`config.mk`:
```
export PLATFORM = sky130hd
export DESIGN_NAME = tcgpo_i2c_slave
export DESIGN_NICKNAME = d
export VERILOG_FILES = /design/src/tcgpo_i2c_slave.v /design/src/tcgpo_sync.v
export VERILOG_INCLUDE_DIRS = /design/src /design/src/src
export SDC_FILE = /design/constraint.sdc
export NUM_CORES = 1
export LEC_CHECK = 0
export BUFFER_PORTS_ARGS = -buffer_cell sky130_fd_sc_hd__clkbuf_2
export CAP_MARGIN = 20
export CORE_AREA = 5 5 229 231
export DETAILED_ROUTE_END_ITERATION = 6
export DIE_AREA = 0 0 234 236
export HOLD_SLACK_MARGIN = 0.02
export PLACE_DENSITY = 0.73
export SLEW_MARGIN = 10
export SYNTH_ARGS = -nofsm -noshare
export SYNTH_HDL_FRONTEND = slang
export SYNTH_SLANG_ARGS = --single-unit
```
`constraint.sdc`:
```
create_clock -name clk_sys -period 22.6 [get_ports clk_sys]
set_clock_uncertainty 0.05 [all_clocks]
set_input_delay 2.26 -clock clk_sys [delete_from_list [all_inputs] [get_ports clk_sys]]
set_output_delay 2.26 -clock clk_sys [all_outputs]
set_load 0.01 [all_outputs]
```
`src/tcgpo_defines.vh`:
```
// constants for the touch controller i2c slave and host-driven outputs
// Summary of operation
// - two dedicated host-written output pins
// - beeper pins become outputs when unused
// - output writes accepted in three modes only
// - first output low after reset, second high until its pulse ends, push-pull drive
// - output levels volatile, host rewrites after reset
// - second output pulses high 16 ms at power-on
// - i2c slave up to 100 kbps
// - hardware 7-bit address compare, default 37h
// - never holds scl low
// - at most 32 data bytes per write
// - attention line low before any transaction
// - nack everything 350/1000 ms after power-on
// - 60 ms spacing, early read repeats data
// - same-register rewrite inside 60 ms overwrites
// - write: address, register, data, auto-increment
// - address-only write loads read pointer
// - read returns pointer byte then successive bytes
// - address mismatch ignored until next start
// - nack allowed while attention line high
// - attention line active-low open-drain, both drive
`ifndef TCGPO_DEFINES_VH
`define TCGPO_DEFINES_VH

// ----------------------------------------------------------------
// timing, write limit and default address
// ----------------------------------------------------------------
`define TC_CLK_KHZ        100000
`define TC_BOOT_NORM_MS   350
`define TC_BOOT_HIGH_MS   1000
`define TC_GAP_MS         60
`define TC_PULSE_MS       16
`define TC_MAX_WBYTES     32
`define TC_DEF_ADDR       7'h37

// ----------------------------------------------------------------
// register map (byte index)
// ----------------------------------------------------------------
`define TC_REG_GPO        3'h0
`define TC_REG_STAT       3'h1

// ----------------------------------------------------------------
// device modes and beeper configurations
// ----------------------------------------------------------------
`define TC_MODE_OPER      3'h0
`define TC_MODE_LEDCFG    3'h1
`define TC_MODE_DEVCFG    3'h2
`define TC_MODE_PLT       3'h3
`define TC_MODE_DEBUG     3'h4
`define TC_BEEP_NONE      2'h0
`define TC_BEEP_ONE       2'h1
`define TC_BEEP_TWO       2'h2

`endif

```
`src/tcgpo_i2c_slave.v`:
```
// i2c slave register port with host-driven general outputs
`timescale 1ns/1ps
`include "tcgpo_defines.vh"
module tcgpo_i2c_slave #(
  parameter NREG          = 8,
  parameter AW            = 3,
  parameter BOOT_NORM_CYC = `TC_BOOT_NORM_MS * `TC_CLK_KHZ,
  parameter BOOT_HIGH_CYC = `TC_BOOT_HIGH_MS * `TC_CLK_KHZ,
  parameter GAP_CYC       = `TC_GAP_MS * `TC_CLK_KHZ,
  parameter PULSE_CYC     = `TC_PULSE_MS * `TC_CLK_KHZ
) (
  input  wire       clk_sys,
  input  wire       reset,
  input  wire       sclIn,
  input  wire       sdaIn,
  output reg        sdaOut_r,
  output reg        sdaOeN_r,
  input  wire       attnIn,
  output reg        attnOut_r,
  output reg        attnOeN_r,
  input  wire       attnReq,
  input  wire [6:0] slaveAddr,
  input  wire       noiseHigh,
  input  wire [2:0] devMode,
  input  wire [1:0] beeperCfg,
  input  wire       beeperWaveA,
  input  wire       beeperWaveB,
  output reg        hostOutA_r,
  output reg        hostOutB_r,
  output reg        beeperPinA_r,
  output reg        beeperPinB_r,
  output reg        bootDone_r
);
  localparam [3:0] ST_IDLE   = 4'h0;
  localparam [3:0] ST_ADDR   = 4'h1;
  localparam [3:0] ST_REG    = 4'h2;
  localparam [3:0] ST_WDAT   = 4'h3;
  localparam [3:0] ST_RDAT   = 4'h4;
  localparam [3:0] ST_IGN    = 4'h5;
  localparam [3:0] ST_COMMIT = 4'h6;
  localparam [26:0] BOOT_N   = BOOT_NORM_CYC;
  localparam [26:0] BOOT_H   = BOOT_HIGH_CYC;
  localparam [26:0] PULSE_N  = PULSE_CYC;
  localparam [26:0] GAP_N    = GAP_CYC;
  localparam [5:0]  WMAX     = `TC_MAX_WBYTES;

  wire       sclS;
  wire       sdaS;
  wire       attnS;
  reg        sclD_r;
  reg        sdaD_r;
  reg  [3:0] state_r;
  reg  [3:0] bitCnt_r;
  reg        ackPh_r;
  reg        acked_r;
  reg        mAck_r;
  reg        rdWr_r;
  reg  [7:0] rxSh_r;
  reg  [7:0] txSh_r;
  reg  [7:0] ptr_r;
  reg  [AW-1:0] rdPtr_r;
  reg  [5:0] wrCnt_r;
  reg  [5:0] cmIdx_r;
  reg  [26:0] upCnt_r;
  reg  [26:0] gapCnt_r;
  reg  [7:0] regs [0:NREG-1];
  reg  [7:0] snap [0:NREG-1];
  reg  [7:0] wrBuf [0:`TC_MAX_WBYTES-1];
  integer    i;

  // ----------------------------------------------------------------
  // pin synchronisers
  // ----------------------------------------------------------------
  tcgpo_sync u_syncScl (
    .clk_sys (clk_sys),
    .reset   (reset),
    .din     (sclIn),
    .dout    (sclS)
  );
  tcgpo_sync u_syncSda (
    .clk_sys (clk_sys),
    .reset   (reset),
    .din     (sdaIn),
    .dout    (sdaS)
  );
  tcgpo_sync u_syncAttn (
    .clk_sys (clk_sys),
    .reset   (reset),
    .din     (attnIn),
    .dout    (attnS)
  );

  // ----------------------------------------------------------------
  // bus event decode
  // ----------------------------------------------------------------
  wire sclRise  = sclS & ~sclD_r;
  wire sclFall  = ~sclS & sclD_r;
  wire busStart = sclS & sclD_r & sdaD_r & ~sdaS;
  wire busStop  = sclS & sclD_r & ~sdaD_r & sdaS;
  wire [7:0] rxByte = rxSh_r;
  wire gapDone  = (gapCnt_r == 27'h0000000);
  wire modeOk   = (devMode == `TC_MODE_OPER) | (devMode == `TC_MODE_PLT) |
                  (devMode == `TC_MODE_DEBUG);
  wire bootOk   = noiseHigh ? (upCnt_r >= BOOT_H) : (upCnt_r >= BOOT_N);
  wire addrHit  = (rxByte[7:1] == slaveAddr) & bootOk & ~attnS;
  wire [AW-1:0] cmReg = ptr_r[AW-1:0] + cmIdx_r[AW-1:0];
  wire [7:0] statByte = {bootOk, noiseHigh, beeperCfg, 1'b0, devMode};

  // ----------------------------------------------------------------
  // edge history of synchronised lines
  // ----------------------------------------------------------------
  always @(posedge clk_sys or posedge reset) begin
    if (reset) begin
      sclD_r <= 1'b1;
      sdaD_r <= 1'b1;
    end else begin
      sclD_r <= sclS;
      sdaD_r <= sdaS;
    end
  end

  // ----------------------------------------------------------------
  // power-on timer: boot nack window and output pulse
  // ----------------------------------------------------------------
  always @(posedge clk_sys or posedge reset) begin
    if (reset) begin
      upCnt_r    <= 27'h0000000;
      bootDone_r <= 1'b0;
    end else begin
      if (upCnt_r != 27'h7ffffff)
        upCnt_r <= upCnt_r + 27'h0000001;
      bootDone_r <= bootOk;
    end
  end

  // ----------------------------------------------------------------
  // output pins, attention line, constant data-pin level
  // ----------------------------------------------------------------
  always @(posedge clk_sys or posedge reset) begin
    if (reset) begin
      hostOutA_r   <= 1'b0;
      hostOutB_r   <= 1'b0;
      beeperPinA_r <= 1'b0;
      beeperPinB_r <= 1'b0;
      sdaOut_r     <= 1'b0;
      attnOut_r    <= 1'b0;
      attnOeN_r    <= 1'b1;
    end else begin
      hostOutA_r   <= regs[`TC_REG_GPO][0];
      hostOutB_r   <= (upCnt_r < PULSE_N) | regs[`TC_REG_GPO][1];
      // beeper pins fall back to host outputs when the beeper is off
      beeperPinA_r <= (beeperCfg == `TC_BEEP_NONE) ? regs[`TC_REG_GPO][3] :
                      beeperWaveA;
      beeperPinB_r <= (beeperCfg == `TC_BEEP_TWO) ? beeperWaveB :
                      regs[`TC_REG_GPO][2];
      sdaOut_r     <= 1'b0;
      attnOut_r    <= 1'b0;
      attnOeN_r    <= ~attnReq;
    end
  end

  // ----------------------------------------------------------------
  // transaction engine, register file and spacing timer
  // ----------------------------------------------------------------
  always @(posedge clk_sys or posedge reset) begin
    if (reset) begin
      state_r  <= ST_IDLE;
      bitCnt_r <= 4'h0;
      ackPh_r  <= 1'b0;
      acked_r  <= 1'b0;
      mAck_r   <= 1'b0;
      rdWr_r   <= 1'b0;
      rxSh_r   <= 8'h00;
      txSh_r   <= 8'hff;
      ptr_r    <= 8'h00;
      rdPtr_r  <= {AW{1'b0}};
      wrCnt_r  <= 6'h00;
      cmIdx_r  <= 6'h00;
      gapCnt_r <= 27'h0000000;
      sdaOeN_r <= 1'b1;
      for (i = 0; i < NREG; i = i + 1) begin
        regs[i] <= 8'h00;
        snap[i] <= 8'h00;
      end
      for (i = 0; i < `TC_MAX_WBYTES; i = i + 1)
        wrBuf[i] <= 8'h00;
    end else begin
      if (!gapDone)
        gapCnt_r <= gapCnt_r - 27'h0000001;
      regs[`TC_REG_STAT] <= statByte;
      if (state_r == ST_COMMIT) begin
        // one buffered byte per cycle; later bytes to one index win
        if (cmReg != `TC_REG_STAT &&
            (cmReg != `TC_REG_GPO || modeOk))
          regs[cmReg] <= wrBuf[cmIdx_r[4:0]];
        if (cmIdx_r + 6'h01 >= wrCnt_r)
          state_r <= ST_IDLE;
        cmIdx_r <= cmIdx_r + 6'h01;
      end else if (busStart) begin
        // a start outside ST_COMMIT begins a fresh frame; pending write data dropped
        state_r  <= ST_ADDR;
        bitCnt_r <= 4'h0;
        ackPh_r  <= 1'b0;
        acked_r  <= 1'b0;
        wrCnt_r  <= 6'h00;
        sdaOeN_r <= 1'b1;
      end else if (busStop) begin
        sdaOeN_r <= 1'b1;
        ackPh_r  <= 1'b0;
        if (acked_r)
          gapCnt_r <= GAP_N;
        if ((state_r == ST_WDAT) && (wrCnt_r != 6'h00)) begin
          state_r <= ST_COMMIT;
          cmIdx_r <= 6'h00;
        end else begin
          state_r <= ST_IDLE;
        end
      end else begin
        case (state_r)
          ST_ADDR, ST_REG, ST_WDAT: begin
            if (sclRise && !ackPh_r) begin
              rxSh_r   <= {rxSh_r[6:0], sdaS};
              bitCnt_r <= bitCnt_r + 4'h1;
            end else if (sclFall && !ackPh_r && bitCnt_r == 4'h8) begin
              ackPh_r  <= 1'b1;
              bitCnt_r <= 4'h0;
              if (state_r == ST_ADDR) begin
                if (addrHit) begin
                  sdaOeN_r <= 1'b0;
                  acked_r  <= 1'b1;
                  rdWr_r   <= rxByte[0];
                  rdPtr_r  <= ptr_r[AW-1:0];
                  // a read too soon after the last frame repeats old data
                  if (rxByte[0] && gapDone) begin
                    for (i = 0; i < NREG; i = i + 1)
                      snap[i] <= regs[i];
                  end
                end else begin
                  sdaOeN_r <= 1'b1;
                  state_r  <= ST_IGN;
                end
              end else if (state_r == ST_REG) begin
                ptr_r    <= rxByte;
                sdaOeN_r <= 1'b0;
              end else if (wrCnt_r < WMAX) begin
                wrBuf[wrCnt_r[4:0]] <= rxByte;
                wrCnt_r  <= wrCnt_r + 6'h01;
                sdaOeN_r <= 1'b0;
              end else begin
                sdaOeN_r <= 1'b1;
                state_r  <= ST_IGN;
              end
            end else if (sclFall && ackPh_r) begin
              // end of our ack bit: release or start sending
              ackPh_r <= 1'b0;
              if (state_r == ST_ADDR && rdWr_r) begin
                state_r  <= ST_RDAT;
                txSh_r   <= snap[rdPtr_r];
                sdaOeN_r <= snap[rdPtr_r][7];
              end else begin
                sdaOeN_r <= 1'b1;
                if (state_r == ST_ADDR)
                  state_r <= ST_REG;
                else
                  state_r <= ST_WDAT;
              end
            end
          end
          ST_RDAT: begin
            if (sclRise) begin
              if (ackPh_r)
                mAck_r <= ~sdaS;
              else
                bitCnt_r <= bitCnt_r + 4'h1;
            end else if (sclFall) begin
              if (ackPh_r) begin
                ackPh_r <= 1'b0;
                if (mAck_r) begin
                  rdPtr_r  <= rdPtr_r + {{(AW-1){1'b0}}, 1'b1};
                  txSh_r   <= snap[rdPtr_r + {{(AW-1){1'b0}}, 1'b1}];
                  sdaOeN_r <= snap[rdPtr_r + {{(AW-1){1'b0}}, 1'b1}][7];
                end else begin
                  sdaOeN_r <= 1'b1;
                  state_r  <= ST_IGN;
                end
              end else if (bitCnt_r == 4'h8) begin
                // release the line for the master's ack bit
                sdaOeN_r <= 1'b1;
                ackPh_r  <= 1'b1;
                bitCnt_r <= 4'h0;
              end else begin
                txSh_r   <= {txSh_r[6:0], 1'b1};
                sdaOeN_r <= txSh_r[6];
              end
            end
          end
          ST_IGN: begin
            sdaOeN_r <= 1'b1;
          end
          ST_IDLE: begin
            sdaOeN_r <= 1'b1;
          end
          default: begin
            state_r  <= ST_IDLE;
            sdaOeN_r <= 1'b1;
          end
        endcase
      end
    end
  end

  // scl is input only, so the clock is never stretched
  // bit timing follows the master at any rate the sampling allows
  // a frame is expected only with the attention line low
endmodule

```
`src/tcgpo_sync.v`:
```
// two-flop synchroniser for one asynchronous level
`timescale 1ns/1ps
module tcgpo_sync (
  input  wire clk_sys,
  input  wire reset,
  input  wire din,
  output wire dout
);
  reg stage1_r;
  reg stage2_r;

  // ----------------------------------------------------------------
  // two flops, idle bus level high
  // ----------------------------------------------------------------
  always @(posedge clk_sys or posedge reset) begin
    if (reset) begin
      stage1_r <= 1'b1;
      stage2_r <= 1'b1;
    end else begin
      stage1_r <= din;
      stage2_r <= stage1_r;
    end
  end

  assign dout = stage2_r;
endmodule

```
==> flow_summary.json, run 1 <==
{
  "outcome": "complete, no violations",
  "detail_route.first_pass.iterations": 5,
  "p_per_area_nw_per_um2": 85.73,
  "critical_path.endpoint_type": "flop",
  "crit_path_max_fanout": 33,
  "cell_internal_pwr_mw": 1.586,
  "crit_path_cell_trace": "clkbuf_2, xor2_1, nor4_1, nand3_1, nor3_2, nand4_4, buf_4, mux2_4",
  "grt_overflow_total": 0,
  "layout.cells.most_common_list": "sky130_fd_sc_hd__dfrtp_1 (477), sky130_fd_sc_hd__mux2_2 (350), sky130_fd_sc_hd__mux4_2 (112), sky130_fd_sc_hd__nand2_1 (96), sky130_fd_sc_hd__nor2_1 (79)",
  "cts_max_path_buffers": 3,
  "rrSetupSlack_ps": 18290,
  "post_cts_resize_count": 0,
  "netlist_area_um2": 23820,
  "route.detailed.drc": 0,
  "synth-seq-area-share_pct": 52.30,
  "final_common_cell": "sky130_fd_sc_hd__dfrtp_1",
  "dr_total_vias": 14140,
  "antenna_violations_before_repair": 1,
  "hold_viol": 0,
  "die_area_um2": 55220,
  "clock-root-buffer": "sky130_fd_sc_hd__clkbuf_16",
  "fin_hold_ws_ps": 305.1,
  "vdd.ir_drop.worst_uv": 60.01,
  "final_layout_size_suffix_gt1_share_pct": 39.98,
  "critical-path-slowest-cell": "sky130_fd_sc_hd__nand4_4",
  "pin_count_of_the_biggest_net_entering_global_routing": 198,
  "place.port_buffers": 27,
  "grt_util_met3_pct": 3.103,
  "yosys.cell_types.count": 74,
  "synth_enable_flop_cells": 0,
  "share_of_the_synthesized_area_in_the_top_cell_type_pct": 50.42,
  "max_stage_delay_ps": 690,
  "antenna_violating_nets_post_route": 0,
  "maxCapViolations": 0,
  "die-width_um": 234,
  "clkTransAtPathRegs_ps": 60,
  "cts_tree": "yes",
  "cp.arrival_ps": 5050,
  "groute.layer.met2.usage_pct": 31.77,
  "share_seq_of_total_power_pct": 43.8,
  "wl_per_cell_um": 21.53,
  "synth_top_flop_cell": "sky130_fd_sc_hd__dfrtp_1",
  "comb_power_share_pct": 18.5,
  "syn-instance-count": 1694,
  "floorplan.io_pins": 30,
  "setup_viols_final": 0,
  "start_kind": "input port",
  "yosysTopAreaCell": "sky130_fd_sc_hd__dfrtp_1",
  "post_drt_via_cell_ratio": 5.843,
  "die_height_um": 236,
  "clockPowerShare_pct": 37.6,
  "placement_rows": 82,
  "first_global_vias": 14870,
  "worst_setup_path_type": "in -> reg",
  "worstPathRequired_ps": 23020,
  "leakage_nw": 12.49,
  "timing.critical_path.max_delay_family": "simple AND/OR/NAND/NOR gates",
  "clock-sinks": 497,
  "detailedPlacementHpwl_um": 32980,
  "yosysWarningCount": 0,
  "grt_busiest_layer": "met2",
  "globalRouteTotalUtil_pct": 19.30,
  "postCtsSetupBuffers": 0,
  "layout.filler_cells": 4133,
  "holdBufCountCts": 0,
  "design.final.nets": 1751,
  "transition_time_at_the_pin_with_the_least_slew_margin_ps": 1061,
  "postSynthAreaPerCell_um2": 14.06,
  "setup_tns_ps": 0,
  "layout-area-overhead-vs-synth_pct": 10.67,
  "post-route-min-period_ps": 4631,
  "timing.hold.worst.class": "reg -> reg",
  "groute.layer.met1.usage_pct": 26.44,
  "placeableCoreArea_um2": 49860,
  "post_synth_main_area_contributors": "sky130_fd_sc_hd__dfrtp_1 (50%), sky130_fd_sc_hd__mux2_2 (17%), sky130_fd_sc_hd__mux4_2 (11%)",
  "wirelength_um": 52090,
  "floorplan.initialDensity_pct": 47.78,
  "register_bit_total_from_synthesis": 497,
  "p_sw_share_pct": 29.83,
  "cts_made_buffers": 52,
  "drt_initial_violations": 1035,
  "switchingPower_uw": 674.3,
  "worstPathBufferInverterCount": 2,
  "relSlewSlack_pct": 29.27,
  "grt_setup_unrepaired": "no",
  "final_min_period_over_clock_period_pct": 20.49,
  "clock_tree.htree_level_count": 2,
  "place_congestion": 0.8170,
  "async_set_reset_flop_share_out_of_synthesis_pct": 100.0,
  "maxSlewViolCount": 0,
  "grt_first_pass_wirelength_um": 84750,
  "max_clock_freq_mhz": 215.9,
  "clkLatencyLatePin_ps": 590
}
final timing paths:
| path | startpoint | to | depth (start not counted) |
|---|---|---|---|
| max | slaveAddr[2] | snap[18] | 8 |
| min | u_syncAttn.stage1_r | u_syncAttn.dout | 0 |
| max reg2reg | sclD_r | snap[18] | 8 |
| min reg2reg | u_syncAttn.stage1_r | u_syncAttn.dout | 0 |
| max in group asynchronous | reset | cmIdx_r[0] | 5 |
| min in group asynchronous | reset | wrBuf[201] | 2 |
power by group through the flow:
stage | Clock, mW | Combinational, mW | Sequential (mW)
detailed placement | 0 | 0.423 | 1.01
floorplan | 0 | 0.335 | 0.972
global route | 0.912 | 0.463 | 0.996
CTS | 0.872 | 0.424 | 0.990
global placement | 0 | 0.411 | 1.00
finish | 0.851 | 0.419 | 0.990
routing by layer:
| metal | part of all wire (%) | wire length [um] |
|---|---|---|
| met1 | 43 | 22190 |
| met2 | 50 | 25850 |
| met3 | 4.9 | 2575 |
| met4 | 2.8 | 1479 |
| met5 | 0 | 0 |
metrics by stage:
| step | std cells | worst slack (ps) | util [%] | instance area, um^2 | power (mW) |
|---|---|---|---|---|---|
| 6_report | 2420 | 17970 | 52.87 | 26360 | 2.260 |
| 2_1_floorplan | 1696 | 6444 | - | 23830 | 1.307 |
| 4_1_cts | 2415 | 17960 | 52.74 | 26300 | 2.286 |
| 3_3_place_gp | 2322 | 17410 | 49.32 | 24590 | 1.414 |
| 3_5_place_dp | 2322 | 17330 | 49.32 | 24590 | 1.428 |
| 5_1_grt | 2418 | 17670 | 52.86 | 26360 | 2.372 |
cell usage after synthesis (4+ instances only):
cell                       number
sky130_fd_sc_hd__dfrtp_1      480
sky130_fd_sc_hd__buf_1         10
sky130_fd_sc_hd__mux2i_1       19
sky130_fd_sc_hd__mux2_4        60
sky130_fd_sc_hd__a21oi_1       31
sky130_fd_sc_hd__nand4b_1       4
sky130_fd_sc_hd__nand4_1       14
sky130_fd_sc_hd__nor2b_1        6
sky130_fd_sc_hd__xnor2_1       29
sky130_fd_sc_hd__dfstp_2       17
sky130_fd_sc_hd__a22o_1         4
sky130_fd_sc_hd__and3_1         7
sky130_fd_sc_hd__nand2b_1       5
sky130_fd_sc_hd__a211oi_1       9
sky130_fd_sc_hd__o21ai_0       30
sky130_fd_sc_hd__nor4_1        11
sky130_fd_sc_hd__nand3b_1       6
sky130_fd_sc_hd__mux4_2       112
sky130_fd_sc_hd__nor2_1        79
sky130_fd_sc_hd__or4_1          5
sky130_fd_sc_hd__nand3_1       23
sky130_fd_sc_hd__inv_1         31
sky130_fd_sc_hd__nor3_1        31
sky130_fd_sc_hd__buf_6          7
sky130_fd_sc_hd__and2_1         5
sky130_fd_sc_hd__buf_2          6
sky130_fd_sc_hd__or3_1         12
sky130_fd_sc_hd__xor2_1        32
sky130_fd_sc_hd__a21boi_0       4
sky130_fd_sc_hd__ha_1          22
sky130_fd_sc_hd__clkbuf_1      72
sky130_fd_sc_hd__mux2_2       350
sky130_fd_sc_hd__a31oi_1        4
sky130_fd_sc_hd__nand2_1       96
state kept, by name (all words and copies together), names as in the netlist, 3 cells and up:
signal,cells
bitCnt_r,4
txSh_r,7
rxByte,8
gapCnt_r,27
upCnt_r,27
cmIdx_r,6
snap,64
state_r,3
wrBuf,256
regs,64
rdPtr_r,3
wrCnt_r,6
ptr_r,3
final cells by class:
class	count	area [um^2]	share of cell area, %
repair buffers	54	390.4	1.481
inverters	32	127.6	0.4841
clock inverters	14	131.4	0.4983
flip-flops and latches	497	12460	47.28
multi-input cells	1070	10830	41.08
diodes	2	5.005	0.01898
clock buffers	79	1574	5.970
well taps	672	840.8	3.189
worst reg2reg max path, cell delays in order, from the launching register on:
cell                       delay [ps]
sky130_fd_sc_hd__dfstp_2          540
sky130_fd_sc_hd__ha_1             350
sky130_fd_sc_hd__nand4b_1         300
sky130_fd_sc_hd__nor2_1           580
sky130_fd_sc_hd__nand2_1          150
sky130_fd_sc_hd__nor3b_1          420
sky130_fd_sc_hd__nand4_4          760
sky130_fd_sc_hd__buf_4            630
sky130_fd_sc_hd__mux2_4           390
logic make-up after synthesis:
logic type | count (synthesis) | share of synthesized area [%]
AOI/OAI and AO/OA | 116 | 3.241
adders and majority gates | 23 | 1.239
and+or+nand+nor | 326 | 6.938
muxes | 541 | 31.71
xor gates and xnor gates | 61 | 2.243
other | 1 | 0.01574
DFF | 497 | 52.30
buffers and inverters | 129 | 2.316
Note: power is estimated with default switching activity, not from simulation.
==> run 2, diff against run 1 <==
--- a/config.mk
+++ b/config.mk
@@ -6,11 +6,12 @@
 export SDC_FILE = /design/constraint.sdc
 export NUM_CORES = 1
 export LEC_CHECK = 0
+export ABC_AREA = 1
 export BUFFER_PORTS_ARGS = -buffer_cell sky130_fd_sc_hd__clkbuf_2
 export CAP_MARGIN = 20
-export CORE_AREA = 5 5 229 231
+export CORE_AREA = 5 5 234 236
 export DETAILED_ROUTE_END_ITERATION = 6
-export DIE_AREA = 0 0 234 236
+export DIE_AREA = 0 0 239 241
 export HOLD_SLACK_MARGIN = 0.02
 export PLACE_DENSITY = 0.73
 export SLEW_MARGIN = 10
==> constraint.sdc (replaced) <==
create_clock -name clk_sys -period 4.4 [get_ports clk_sys]
set_clock_uncertainty 0.05 [all_clocks]
set_input_delay 0.44 -clock clk_sys [delete_from_list [all_inputs] [get_ports clk_sys]]
set_output_delay 0.44 -clock clk_sys [all_outputs]
set_load 0.01 [all_outputs]
==> flow_summary.json, run 2 <==
{
  "clkLatencyLatePin_ps": 600,
  "highest-signal-layer": "met4",
  "cts_tree": "yes",
  "dp.cells": 3518,
  "final_common_cell": "sky130_fd_sc_hd__nand2_1",
  "largest-register": "wrBuf",
  "largest_registers": "wrBuf (256), regs (64), snap (64)",
  "synth_enable_flop_cells": 0,
  "critical_path.endpoint_type": "flop",
  "post_cts_resize_count": 0,
  "synth-seq-area-share_pct": 50.08,
  "antenna_violating_nets_post_route": 0,
  "cts_made_buffers": 52,
  "post-route-min-period_ps": 3217,
  "maxSlewViolCount": 0,
  "antenna-diode-count": 0,
  "async_set_reset_flop_share_out_of_synthesis_pct": 100.0,
  "adder_cell_share_of_the_synthesized_area_pct": 1.187,
  "grt_first_pass_wirelength_um": 107600,
  "worstPathRequired_ps": 4880,
  "clkTransAtPathRegs_ps": 60,
  "grt_overflow_total": 0,
  "hold_viol": 0,
  "syn-instance-count": 2948,
  "max_clock_freq_mhz": 310.9,
  "final_layout_size_suffix_gt1_share_pct": 11.21,
  "cts_max_path_buffers": 3,
  "globalRouteTotalUtil_pct": 22.57,
  "finish.cell_count_without_fillers": 3622,
  "place_congestion": 0.9338,
  "place.port_buffers": 27,
  "drt_initial_violations": 2030,
  "wirelength_um": 65470,
  "share_of_the_synthesized_area_in_the_top_cell_type_pct": 48.28,
  "detailedPlacementHpwl_um": 42180,
  "worst_setup_path_type": "reg -> reg",
  "netlist_area_um2": 24880,
  "yosys.area_share.simple_pct": 19.68,
  "largest_register_ffs": 256,
  "met2WireLength_um": 30610,
  "post_drt_via_cell_ratio": 5.723,
  "antenna_violations_before_repair": 2,
  "post-place-ws_ps": 1251,
  "clock_tree.htree_level_count": 2,
  "p_per_area_nw_per_um2": 476.0,
  "vdd.ir_drop.worst_uv": 328.3,
  "crit_path_max_fanout": 64,
  "final_min_period_over_clock_period_pct": 73.11,
  "cp.arrival_ps": 3700,
  "postCtsSetupBuffers": 0,
  "layout-area-overhead-vs-synth_pct": 9.978,
  "synth-compound-area-share_pct": 14.32,
  "clock-sinks": 497,
  "route.detailed.drc": 0,
  "leakage_nw": 13.01,
  "die-width_um": 239,
  "maxCapViolations": 0,
  "synth_commonest_cells": "sky130_fd_sc_hd__dfrtp_1 (480), sky130_fd_sc_hd__nand2_1 (480), sky130_fd_sc_hd__a21oi_1 (328), sky130_fd_sc_hd__o21ai_0 (309), sky130_fd_sc_hd__inv_1 (272)",
  "dr_total_vias": 20727,
  "setup_viols_final": 0,
  "synth-xor-area-share_pct": 0.9858,
  "first_global_vias": 20459,
  "floorplan.io_pins": 30,
  "die_area_um2": 57600,
  "combinational_family_with_the_most_area_after_synthesis": "simple AND/OR/NAND/NOR gates",
  "fin_hold_ws_ps": 304.2,
  "clock-root-buffer": "sky130_fd_sc_hd__clkbuf_16",
  "setup_ws_ps": 1183,
  "design.final.nets": 2941,
  "yosysWarningCount": 0,
  "outcome": "complete, no violations",
  "relSlewSlack_pct": 32.58,
  "yosysTopAreaCell": "sky130_fd_sc_hd__dfrtp_1",
  "detail_route.first_pass.iterations": 6,
  "postSynthAreaPerCell_um2": 8.439,
  "placeableCoreArea_um2": 52240,
  "synth_top_flop_cell": "sky130_fd_sc_hd__dfrtp_1",
  "transition_time_at_the_pin_with_the_least_slew_margin_ps": 1011,
  "timing.hold.worst.class": "reg -> reg",
  "post_synth_main_area_contributors": "sky130_fd_sc_hd__dfrtp_1 (48%), sky130_fd_sc_hd__nand2_1 (7.2%), sky130_fd_sc_hd__a21oi_1 (6.6%)",
  "grt_setup_unrepaired": "no",
  "wl_per_cell_um": 18.08,
  "layout.cells.most_common_list": "sky130_fd_sc_hd__nand2_1 (480), sky130_fd_sc_hd__dfrtp_1 (478), sky130_fd_sc_hd__a21oi_1 (328), sky130_fd_sc_hd__o21ai_0 (309), sky130_fd_sc_hd__inv_1 (269)",
  "register_bit_total_from_synthesis": 497,
  "drt-met1-wl_um": 28720,
  "pin_count_of_the_biggest_net_entering_global_routing": 161,
  "floorplan.initialDensity_pct": 47.63,
  "placement_rows": 84,
  "muxShareOfSynthArea_pct": 6.418,
  "detailroute.wirelength.met3_um": 4447,
  "start_kind": "flop",
  "die_height_um": 241,
  "yosys.cell_types.count": 54
}
[run 2: changes by cell type after synthesis, sizes merged, moves of 31 or more]
cell and delta:
nand2 +388, mux4 -112, mux2 -278, nor2 +191, nand3 +149, clkbuf +53
inv +247, o21ai +281, nand4 +87, buf +31, a21oi +297
[run 2: final cells by class]
class                      instances  area, um^2
inverter                         281        1061
clock inverter                    16       252.7
multi-input combinational       1991       10620
sequential                       497       12460
fill                            4714       24880
tap                              688       860.8
clock buffer                      75        1530
timing repair buffer              74       570.5
[run 2: timing repair]
item	CTS	global route
endpoints found under the hold margin	39	0
setup endpoints to repair	0	0
hold buffers	13	0
[run 2: per-stage QoR]
stage                     setup TNS, ps  area (um^2)  total power, mW  util, %
after floorplan                -1368960        24890            7.513        -
final                                 0        27360            13.02    52.38
after CTS                             0        27360            13.06    52.38
after global routing                  0        27360            13.69    52.38
after global placement                0        25450            8.366    48.72
after detailed placement              0        25450            8.444    48.72
[run 2: critical path, cell delays in order, from the launching register on]
cell	delay, ps
sky130_fd_sc_hd__dfrtp_1	420
sky130_fd_sc_hd__inv_1	150
sky130_fd_sc_hd__nand3_1	490
sky130_fd_sc_hd__inv_1	770
sky130_fd_sc_hd__nor2_4	70
sky130_fd_sc_hd__buf_4	280
sky130_fd_sc_hd__nand3_2	100
sky130_fd_sc_hd__buf_4	550
sky130_fd_sc_hd__nand2_1	130
sky130_fd_sc_hd__nand2_1	110
[run 2: power breakdown]
group	internal [mW]	leakage (nW)	switching [mW]	total, mW
Sequential	4.85	6.78	0.257	5.11
Clock	2.76	0.866	1.83	4.59
Combinational	0.912	5.36	2.41	3.32
Total	8.52	13.0	4.50	13.0
[run 2: layer usage]
layer / up-vias / track usage [%]
li1: 9784 / -
met1: 10111 / 30.81
met2: 720 / 37.14
met3: 112 / 4.308
met4: 0 / 6.571
met5: - / 0
[run 2: cell families (layout without fill, tap and decap cells)]
group | count (synthesis) | after routing
other | 1 | 3
adders and majority gates | 23 | 23
buffers and inverters | 462 | 446
and+or+nand+nor | 1109 | 1109
muxes | 143 | 143
DFF | 497 | 497
xor gates and xnor gates | 28 | 28
AOI/OAI and AO/OA | 685 | 685
[run 2: final timing paths]
path | slack [ps] | endpoint | depth (start not counted) | start
worst max register to register | 1180 | snap[20] | 9 | state_r[0]
worst min register to register | 300 | u_syncAttn.dout | 0 | u_syncAttn.stage1_r
worst max-delay path | 1180 | snap[20] | 9 | state_r[0]
min in group asynchronous | 480 | wrBuf[39] | 3 | reset
max in group asynchronous | 2500 | wrBuf[238] | 4 | reset
worst min-delay path | 300 | u_syncAttn.dout | 0 | u_syncAttn.stage1_r
